===== src/include/rps_pkg.sv =====
// Package: constants and states of the reset pin sequencer
`default_nettype none
package rps_pkg;
   localparam int unsigned CLK_MHZ          = 250;
   localparam int unsigned RELEASE_SHORT    = 2;
   localparam int unsigned DRIVE_LOW_CYCLES = 512;
   localparam int unsigned RELEASE_LONG     = 10;
   localparam int unsigned CNT_W            = 10;
   localparam logic [CNT_W-1:0] CNT_ZERO    = 10'h000;
   localparam logic [CNT_W-1:0] CNT_SHORT   = 10'(RELEASE_SHORT - 1);
   localparam logic [CNT_W-1:0] CNT_LOW     = 10'(DRIVE_LOW_CYCLES - 1);
   localparam logic [CNT_W-1:0] CNT_LONG    = 10'(RELEASE_LONG - 1);
   localparam int unsigned FREQ_W           = 8;
   localparam logic [FREQ_W-1:0] FREQ_RESET = 8'h00;

   typedef enum logic [2:0] {
      RPS_POWERUP  = 3'b000,
      RPS_PROBE    = 3'b001,
      RPS_DRIVE    = 3'b010,
      RPS_RELEASE  = 3'b011,
      RPS_RUN      = 3'b100
   } rps_state_t;
endpackage
`default_nettype wire


===== src/rtl/rps_sync2.sv =====
// Two flip-flop synchroniser for a pin level
`default_nettype none
module rps_sync2 (
   input  wire logic clk_in,
   input  wire logic reset_in,
   input  wire logic d_in,
   output var  logic q_out
);
   logic meta_r;
   logic meta_nxt;
   logic q_nxt;

   always_comb begin
      meta_nxt = d_in;
      q_nxt    = meta_r;
   end

   always_ff @(posedge clk_in) begin
      if (reset_in) begin
         meta_r <= 1'b1;
         q_out  <= 1'b1;
      end else begin
         meta_r <= meta_nxt;
         q_out  <= q_nxt;
      end
   end
endmodule
`default_nettype wire


===== src/rtl/rps_top.sv =====
// Reset pin sequencer: start-up reset pulse loop and clock mode choice
// Function
// RULE1: Mode pin low during reset selects direct clock
// RULE2: Direct mode ignores synthesizer frequency bits
// RULE3: Direct mode passes external clock unchanged
// RULE4: Drive reset low until clock valid
// RULE5: On lock, release line two cycles
// RULE6: High during release means power-on reset
// RULE7: Low means external reset, drive 512
// RULE8: Then release ten cycles, sample at end
// RULE9: High at sample starts program execution
// RULE10: Low at sample repeats drive loop
// RULE11: Direct mode accepts clock without lock wait
// RULE12: Outside drivers only open-drain, never high
// RULE13: Synchronise reset line before any decision
`default_nettype none
module rps_top
   import rps_pkg::*;
(
   input  wire logic              clk_in,
   input  wire logic              reset_in,
   input  wire logic              reset_line_in,
   input  wire logic              clock_mode_select_pin_in,
   input  wire logic              pll_lock_in,
   input  wire logic              synth_clk_in,
   input  wire logic              external_clock_input_in,
   input  wire logic [FREQ_W-1:0] synthesizer_control_register_in,
   output var  logic              reset_line_out,
   output var  logic              reset_line_oe_out,
   output var  logic              direct_clock_mode_out,
   output var  logic [FREQ_W-1:0] synth_freq_out,
   output var  logic              sysclk_sel_out,
   output var  logic              power_on_reset_out,
   output var  logic              external_reset_out,
   output var  logic              run_out
);
   // ------------------------------------------------------------
   // Pin synchronisers
   // ------------------------------------------------------------
   logic line_s;
   logic lock_s;
   logic unlock_s;
   logic mode_s;

   // RULE13: synchronise line level
   rps_sync2 u_sync_line (
      .clk_in   (clk_in),
      .reset_in (reset_in),
      .d_in     (reset_line_in),
      .q_out    (line_s)
   );
   // Lock path rests at unlocked: inverted through the synchroniser
   rps_sync2 u_sync_lock (
      .clk_in   (clk_in),
      .reset_in (reset_in),
      .d_in     (~pll_lock_in),
      .q_out    (unlock_s)
   );
   assign lock_s = ~unlock_s;
   rps_sync2 u_sync_mode (
      .clk_in   (clk_in),
      .reset_in (reset_in),
      .d_in     (clock_mode_select_pin_in),
      .q_out    (mode_s)
   );

   // ------------------------------------------------------------
   // Sequencer state
   // ------------------------------------------------------------
   rps_state_t       state_r;
   rps_state_t       state_nxt;
   logic [CNT_W-1:0] cnt_r;
   logic [CNT_W-1:0] cnt_nxt;
   logic             high_seen_r;
   logic             high_seen_nxt;
   logic             direct_r;
   logic             direct_nxt;
   logic [FREQ_W-1:0] freq_r;
   logic [FREQ_W-1:0] freq_nxt;
   logic             oe_r;
   logic             oe_nxt;
   logic             por_r;
   logic             por_nxt;
   logic             ext_r;
   logic             ext_nxt;
   logic             run_r;
   logic             run_nxt;
   logic             clk_valid;

   // RULE11: direct mode clock valid at once
   assign clk_valid = direct_r | lock_s;

   always_comb begin
      state_nxt     = state_r;
      cnt_nxt       = cnt_r;
      high_seen_nxt = high_seen_r;
      direct_nxt    = direct_r;
      freq_nxt      = freq_r;
      oe_nxt        = oe_r;
      por_nxt       = por_r;
      ext_nxt       = ext_r;
      run_nxt       = run_r;
      // RULE2: frequency bits frozen in direct mode
      if (!direct_r) begin
         freq_nxt = synthesizer_control_register_in;
      end
      case (state_r)
         RPS_POWERUP: begin
            // RULE1: mode latched while in reset
            direct_nxt = ~mode_s;
            // RULE4: hold line low until clock valid
            oe_nxt = 1'b1;
            if (clk_valid) begin
               // RULE5: release for two cycles
               state_nxt     = RPS_PROBE;
               cnt_nxt       = CNT_ZERO;
               high_seen_nxt = 1'b0;
               oe_nxt        = 1'b0;
            end
         end
         RPS_PROBE: begin
            cnt_nxt = cnt_r + 10'h001;
            if (cnt_r == CNT_SHORT) begin
               // RULE5: window over, drive while samples arrive
               cnt_nxt   = CNT_ZERO;
               oe_nxt    = 1'b1;
               state_nxt = RPS_DRIVE;
            end
         end
         RPS_DRIVE: begin
            cnt_nxt = cnt_r + 10'h001;
            // Window levels trail by the synchroniser depth
            if (!ext_r) begin
               high_seen_nxt = high_seen_r | line_s;
               if (cnt_r == CNT_SHORT) begin
                  if (high_seen_r | line_s) begin
                     // RULE6: power-on reset classified
                     cnt_nxt   = CNT_ZERO;
                     oe_nxt    = 1'b0;
                     por_nxt   = 1'b1;
                     run_nxt   = 1'b1;
                     state_nxt = RPS_RUN;
                  end else begin
                     // RULE7: external reset, keep driving low
                     ext_nxt = 1'b1;
                  end
               end
            end
            if (cnt_r == CNT_LOW) begin
               // RULE8: release ten cycles
               cnt_nxt   = CNT_ZERO;
               oe_nxt    = 1'b0;
               state_nxt = RPS_RELEASE;
            end
         end
         RPS_RELEASE: begin
            cnt_nxt = cnt_r + 10'h001;
            if (cnt_r == CNT_LONG) begin
               cnt_nxt = CNT_ZERO;
               if (line_s) begin
                  // RULE9: leave reset and run
                  run_nxt   = 1'b1;
                  state_nxt = RPS_RUN;
               end else begin
                  // RULE10: repeat drive loop
                  oe_nxt    = 1'b1;
                  state_nxt = RPS_DRIVE;
               end
            end
         end
         RPS_RUN: begin
            oe_nxt = 1'b0;
         end
         default: begin
            state_nxt = RPS_POWERUP;
            oe_nxt    = 1'b1;
         end
      endcase
   end

   always_ff @(posedge clk_in) begin
      if (reset_in) begin
         state_r     <= RPS_POWERUP;
         cnt_r       <= CNT_ZERO;
         high_seen_r <= 1'b0;
         direct_r    <= 1'b0;
         freq_r      <= FREQ_RESET;
         oe_r        <= 1'b1;
         por_r       <= 1'b0;
         ext_r       <= 1'b0;
         run_r       <= 1'b0;
      end else begin
         state_r     <= state_nxt;
         cnt_r       <= cnt_nxt;
         high_seen_r <= high_seen_nxt;
         direct_r    <= direct_nxt;
         freq_r      <= freq_nxt;
         oe_r        <= oe_nxt;
         por_r       <= por_nxt;
         ext_r       <= ext_nxt;
         run_r       <= run_nxt;
      end
   end

   // ------------------------------------------------------------
   // Outputs
   // ------------------------------------------------------------
   // RULE12: line only ever driven low
   assign reset_line_out        = 1'b0;
   assign reset_line_oe_out     = oe_r;
   assign direct_clock_mode_out = direct_r;
   assign synth_freq_out        = freq_r;
   // RULE3: select raw external clock in direct mode
   assign sysclk_sel_out        = direct_r;
   assign power_on_reset_out    = por_r;
   assign external_reset_out    = ext_r;
   assign run_out               = run_r;

   logic unused_clk;
   assign unused_clk = synth_clk_in ^ external_clock_input_in;
endmodule
`default_nettype wire


===== config.mk =====
export PLATFORM = sky130hd
export DESIGN_NAME = rps_top
export DESIGN_NICKNAME = d
export VERILOG_FILES = /design/src/include/rps_pkg.sv /design/src/rtl/rps_sync2.sv /design/src/rtl/rps_top.sv
export SDC_FILE = /design/constraint.sdc
export NUM_CORES = 1
export LEC_CHECK = 0
export ABC_CLOCK_PERIOD_IN_PS = 1850
export BUFFER_PORTS_ARGS = -buffer_cell sky130_fd_sc_hd__buf_2
export CORE_MARGIN = 2
export CORE_UTILIZATION = 45
export CTS_CLUSTER_DIAMETER = 80
export DETAILED_ROUTE_END_ITERATION = 6
export GPL_ROUTABILITY_DRIVEN = 0
export PLACE_DENSITY = 0.75
export SYNTH_ARGS = -nofsm -noshare
export SYNTH_HDL_FRONTEND = slang
export SYNTH_SLANG_ARGS = --single-unit

===== constraint.sdc =====
create_clock -name clk_in -period 1.85 [get_ports clk_in]
set_input_delay 0.37 -clock clk_in [delete_from_list [all_inputs] [get_ports clk_in]]
set_output_delay 0.37 -clock clk_in [all_outputs]
set_load 0.05 [all_outputs]

Yosys cells after proc, flatten, opt, wreduce, memory -nomap -nowiden
Cells that the tools add are included.
- muxes and demuxes: 38
- eq/ne operators: 18
- add/sub/neg operators: 1
- reductions and logical operators: 10
- bitwise logic cells: 7
- operators with widths (kind ; count):
    two-way mux 10 bit ; 7
    case mux 10 bit (4 select lines) ; 1
    two-way mux 3 bit ; 8
    two-way mux 1 bit ; 18
    case mux 3 bit (5 select lines) ; 1
    inequality test 2 bit, second input constant ; 7
    AND reduction 6 bit ; 2
    adder 10 x 1 -> 10 bit, second input constant ; 1
    equality test 10 x 1 -> 1 bit, second input constant ; 1
    equality test 10 x 4 -> 1 bit, second input constant ; 1
    equality test 10 x 9 -> 1 bit, second input constant ; 1
    inequality test 3 bit, second input constant ; 3
    AND reduction 7 bit ; 1
    equality test 3 x 2 -> 1 bit, second input constant ; 2
    NOT 1 bit ; 5
    case mux 1 bit (5 select lines) ; 1
    case mux 1 bit (2 select lines) ; 2
    AND reduction 4 bit ; 1
    nonzero test 2 bit ; 2
    nonzero test 4 bit ; 1
    equality test 3 x 1 -> 1 bit, second input constant ; 1
    equality test 3 bit, second input constant ; 1
    zero test 3 bit ; 1
    AND reduction 3 bit ; 1
    3 further kinds ; 4
- output and inout port bits: 15
- input port bits: 15
- flip-flop bits (word level): 33
- word-level logic and storage cells: 89

Longest topological paths before layout
- depth in word-level cells: 6
- depth in mapped cells: 7
- depth with buffers taken out: 7

Hierarchy
From an unflattened synthesis, not the netlist that was laid out.
- cells, all modules: 170
- area, all modules: 1527.7 um^2
- modules (own cells, without submodules) (module ; sequential area each (um^2) ; area an instance (um^2) ; cells an instance ; instances):
    rps_top ; 540.5 ; 1370.1 ; 158 ; 1
    rps_sync2 ; 40.0 ; 52.6 ; 4 ; 3

Worst setup path before layout
No wires, ideal clock.
- path kind: reg-to-reg
- start point: register direct_r (netlist: direct_clock_mode_out)
- end point: register cnt_r[3]
- arrival time: 1.808 ns
- stages on the path, launching flop included: 6
- required time: 1.733 ns
- setup slack: -0.076 ns
- library setup time: 0.117 ns
- path through: dfxtp_1 -> buf_2 -> nand2b_1 -> o21ai_0 -> or2_2 -> a32o_1
- longest elaborated chain between the ends: 3
- ends and longest elaborated chain (item ; RTL line ; text):
    start, declared ; rps_top.sv:76 ; logic direct_r;
    start signal, assigned ; rps_top.sv:196 ; direct_r <= direct_nxt;
    bitwise OR 1 bit ; rps_top.sv:91 ; assign clk_valid = direct_r | lock_s;
    inequality test 2 bit (no source line) ; n/a ;
    AND reduction 2 bit (no source line) ; n/a ;
    end signal, assigned ; rps_top.sv:194 ; cnt_r <= cnt_nxt;
    end, declared ; rps_top.sv:72 ; logic [CNT_W-1:0] cnt_r;
No other way between the ends.
A chain may end at the register's enable or synchronous reset.

Worst setup path in the final report
- start point: register cnt_r[8]
- end point: register cnt_r[8]
- longest elaborated chain between the ends: 6
- ends and longest elaborated chain (item ; RTL line ; text):
    adder 10 x 1 -> 10 bit ; rps_top.sv:122, rps_top.sv:131, rps_top.sv:157 ;
    two-way mux 10 bit ; rps_top.sv:136 ; if (high_seen_r | line_s) begin
    two-way mux 10 bit ; rps_top.sv:135 ; if (cnt_r == CNT_SHORT) begin
    two-way mux 10 bit ; rps_top.sv:133 ; if (!ext_r) begin
    two-way mux 10 bit ; rps_top.sv:149 ; if (cnt_r == CNT_LOW) begin
    case mux 10 bit (4 select lines) * ; rps_top.sv:107 ; case (state_r)
Every way passes the cells marked *; elsewhere a longest branch is shown, timed or not.

==> results.py <==
metrics = {
    "sta": {
        "rsz0062_at_grt": "false",
        "fin_crit_ns": 1.724,
        "worst_slew_pin_slew_ns": 0.5084,
        "setup_tns_ns": 0,
        "finClkSkew_ns": 0.01016,
        "finalHoldViolCount": 0,
        "slew_headroom_pct": 66.10,
        "finalCritPeriodShare_pct": 93.17,
        "fmax_mhz": 580.2,
        "finalSetupViolations": 0,
        "drv_slew": 0,
    },
    "flow_run": {
        "max_cap_violations": 0,
    },
    "floorplan": {
        "io_pins": 30,
        "die_area_um2": 3931,
        "rows": 21,
        "die_x_um": 62.70,
        "initial_utilization_pct": 46.83,
        "die_h_um": 62.70,
        "coreArea_um2": 3311,
    },
    "layout": {
        "area_growth_pct": 25.50,
        "ff_latch_area_um2": 669.4,
        "num-fill-cells": 335,
        "final_nets": 233,
        "multi_input_area_um2": 843.3,
        "layout-drive-gt1-share_pct": 35.94,
        "n_antenna_cell": 0,
    },
    "worst_setup_path": {
        "ff2ff_path_depth": 5,
        "start_kind": "flip-flop",
        "crit_start": "cnt_r[8]$_SDFFE_PP0P_",
        "cp_num_buf_inv": 0,
        "crit_cells": 5,
        "critical_path.max_fanout": 6,
        "cp-end-kind": "flip-flop",
        "cpLargestDelayFamily": "compound AO/OA/AOI/OAI gates",
        "reg2reg_slack_ns": 0.13,
        "worst_path_max_delay_cell": "o41ai_4",
        "cp_slowest_stage_delay_ns": 0.44,
        "crit_type": "reg -> reg",
        "timing.rr.end": "cnt_r[8]$_SDFFE_PP0P_",
        "arrival_ns": 1.97,
        "r2r-start": "cnt_r[8]$_SDFFE_PP0P_",
        "path_cells": "nand4b_1 > o41ai_4 > a31o_4 > a21oi_2 > a32o_1",
        "crit_required_ns": 2.09,
        "crit_end": "cnt_r[8]$_SDFFE_PP0P_",
    },
    "route": {
        "drt_iter0_drc": 57,
        "dr.pass1.iters": 5,
        "wl_per_cell_um": 12.55,
        "final_antenna_net_count": 0,
        "drc": 0,
        "routed_wirelength_mm": 3.300,
        "viasPerCell": 5.327,
        "num_vias": 1401,
    },
    "clock_tree": {
        "cts_sinks": 33,
        "cts.path.max_buffers": 2,
        "insertion_delay_ns": 0.35,
        "cts_buffers": 5,
        "postCtsHoldBufs": 0,
        "cts_tree": "done",
        "clk_pin_slew_ns": 0.11,
        "htree_levels": 2,
        "cts_root_buf": "clkbuf_4",
    },
    "run_status": {
        "status": "finished clean",
    },
    "placed_design": {
        "port_buffers": 26,
        "dpl.hpwl_mm": 2.343,
    },
    "logic_synthesis": {
        "syn_avg_cell_area_um2": 8.909,
        "async_flop_share_pct": 0,
        "synth_edf_count": 0,
        "syn_inst": 174,
        "ys.warnings.count": 0,
        "synthMostInstantiatedCell": "dfxtp_1",
        "synth_top_area_share_pct": 42.62,
        "ys_ff_latch": 33,
        "yosysSeqAreaShare_pct": 42.62,
        "synthTopCellsByCount": "dfxtp_1 (33), nor2_1 (24), nand2_1 (17)",
        "yosysUniqueCellTypes": 42,
        "synth_fp_nets": 191,
        "synth_top_cell_by_area": "dfxtp_1",
        "netlist_top_cells_area": "dfxtp_1 (43%), mux2i_1 (5.8%), nor2_1 (5.8%)",
        "syn_area_um2": 1550,
        "synth-main-ff-cell": "dfxtp_1",
    },
    "power": {
        "power.total_w": 0.002677,
        "leakage_nw": 0.7630,
        "p_per_area_nw_per_um2": 1376,
        "peakVddDrop_mv": 0.7889,
    },
    "global_route": {
        "grt_usage_pct": 18.23,
        "grt_pass1_wl_mm": 5.678,
        "grt_max_degree": 29,
        "grt_overflow": 0,
        "first_global_vias": 1319,
        "antenna_found_initial": 0,
    },
    "worst_hold_path": {
        "hp-class": "in -> reg",
    },
}
timing repair:
action,in CTS,in global routing
setup buffers,0,1
endpoints found under the setup margin,0,10
resized for setup,0,13
routing by layer:
| layer | global-route usage (%) | vias up | wire length [um] |
|---|---|---|---|
| met5 | 0 | - | 0 |
| met4 | 6.389 | 0 | 48 |
| met3 | 5.946 | 5 | 176 |
| met2 | 30.38 | 35 | 1599 |
| met1 | 22.03 | 647 | 1476 |
| li1 | - | 714 | - |
state kept, by name, indices dropped and copies added, names as in the netlist:
signal                 flops
direct_clock_mode_out      1
power_on_reset_out         1
u_sync_lock.meta_r         1
reset_line_oe_out          1
run_out                    1
high_seen_r                1
u_sync_line.meta_r         1
u_sync_mode.meta_r         1
u_sync_mode.q_out          1
synth_freq_out             8
u_sync_lock.q_out          1
cnt_r                     10
external_reset_out         1
u_sync_line.q_out          1
state_r                    3
report_power, final:
part | switching [W] | internal (W) | leakage [nW]
combinational | 0.000760 | 0.000481 | 0.448
clock | 0.000271 | 0.000286 | 0.0414
sequential | 0.0000643 | 0.000814 | 0.274
total | 0.00110 | 0.00158 | 0.763
cell families (layout without fill, tap and decap cells):
family / count (synthesis) / after routing / synth area share, %
xor+xnor: 1 / 1 / 0.5651
flops: 33 / 33 / 42.61
buf+inv: 15 / 58 / 4.520
other cells: 1 / 1 / 0.2419
fa+ha+maj: 2 / 2 / 1.614
compound gates: 38 / 38 / 20.42
mux: 9 / 9 / 5.811
simple gates: 75 / 75 / 24.21
per-stage QoR:
step | instances | worst slack, ns | utilization (%) | cell area (um^2) | hold WS, ns
2_1_floorplan | 174 | 0.07200 | - | 1551 | 0.3822
3_3_place_gp | 254 | 0.05337 | 55.06 | 1823 | 0.3908
3_5_place_dp | 254 | 0.04946 | 55.06 | 1823 | 0.3949
4_1_cts | 262 | 0.02048 | 57.60 | 1907 | 0.1679
5_1_grt | 263 | 0.01956 | 58.77 | 1946 | 0.1595
6_report | 263 | 0.1264 | 58.77 | 1946 | 0.1722
cell type report:
type / instances / share of cell area [%]
clock inverters: 3 / 2.379
inverters: 5 / 0.9646
flip-flops and latches: 33 / 34.41
multi-input cells: 126 / 43.34
clock buffers: 5 / 1.929
repair buffers: 45 / 14.02
well taps: 46 / 2.958
worst min path at each step:
stage	start	depth (start not counted)	end	slack, ns
finish	pll_lock_in	2	u_sync_lock.meta_r$_SDFF_PP1_	0.17
floorplan	u_sync_mode.q_out$_SDFF_PP1_	1	direct_clock_mode_out$_SDFFE_PP0N_	0.38
detailed placement	u_sync_mode.q_out$_SDFF_PP1_	1	direct_clock_mode_out$_SDFFE_PP0N_	0.39
global route	pll_lock_in	2	u_sync_lock.meta_r$_SDFF_PP1_	0.16
global placement	u_sync_lock.meta_r$_SDFF_PP1_	1	u_sync_lock.q_out$_SDFF_PP1_	0.39
CTS	pll_lock_in	2	u_sync_lock.meta_r$_SDFF_PP1_	0.17
layout by cell type, fill, tap and decap left out, types with 3 or more instances in the layout:
cell type	count
nor2b_1	3
mux2i_1	9
nor3_1	6
inv_1	5
dfxtp_2	7
dfxtp_1	26
clkbuf_4	5
nand2_1	17
buf_4	19
a21oi_1	8
a32o_1	5
buf_2	26
nand4_1	3
nor2_1	24
o21ai_0	4
or2_2	7
nand3_1	7
o2111ai_1	3
No activity file was read; power rests on OpenSTA's default activity.
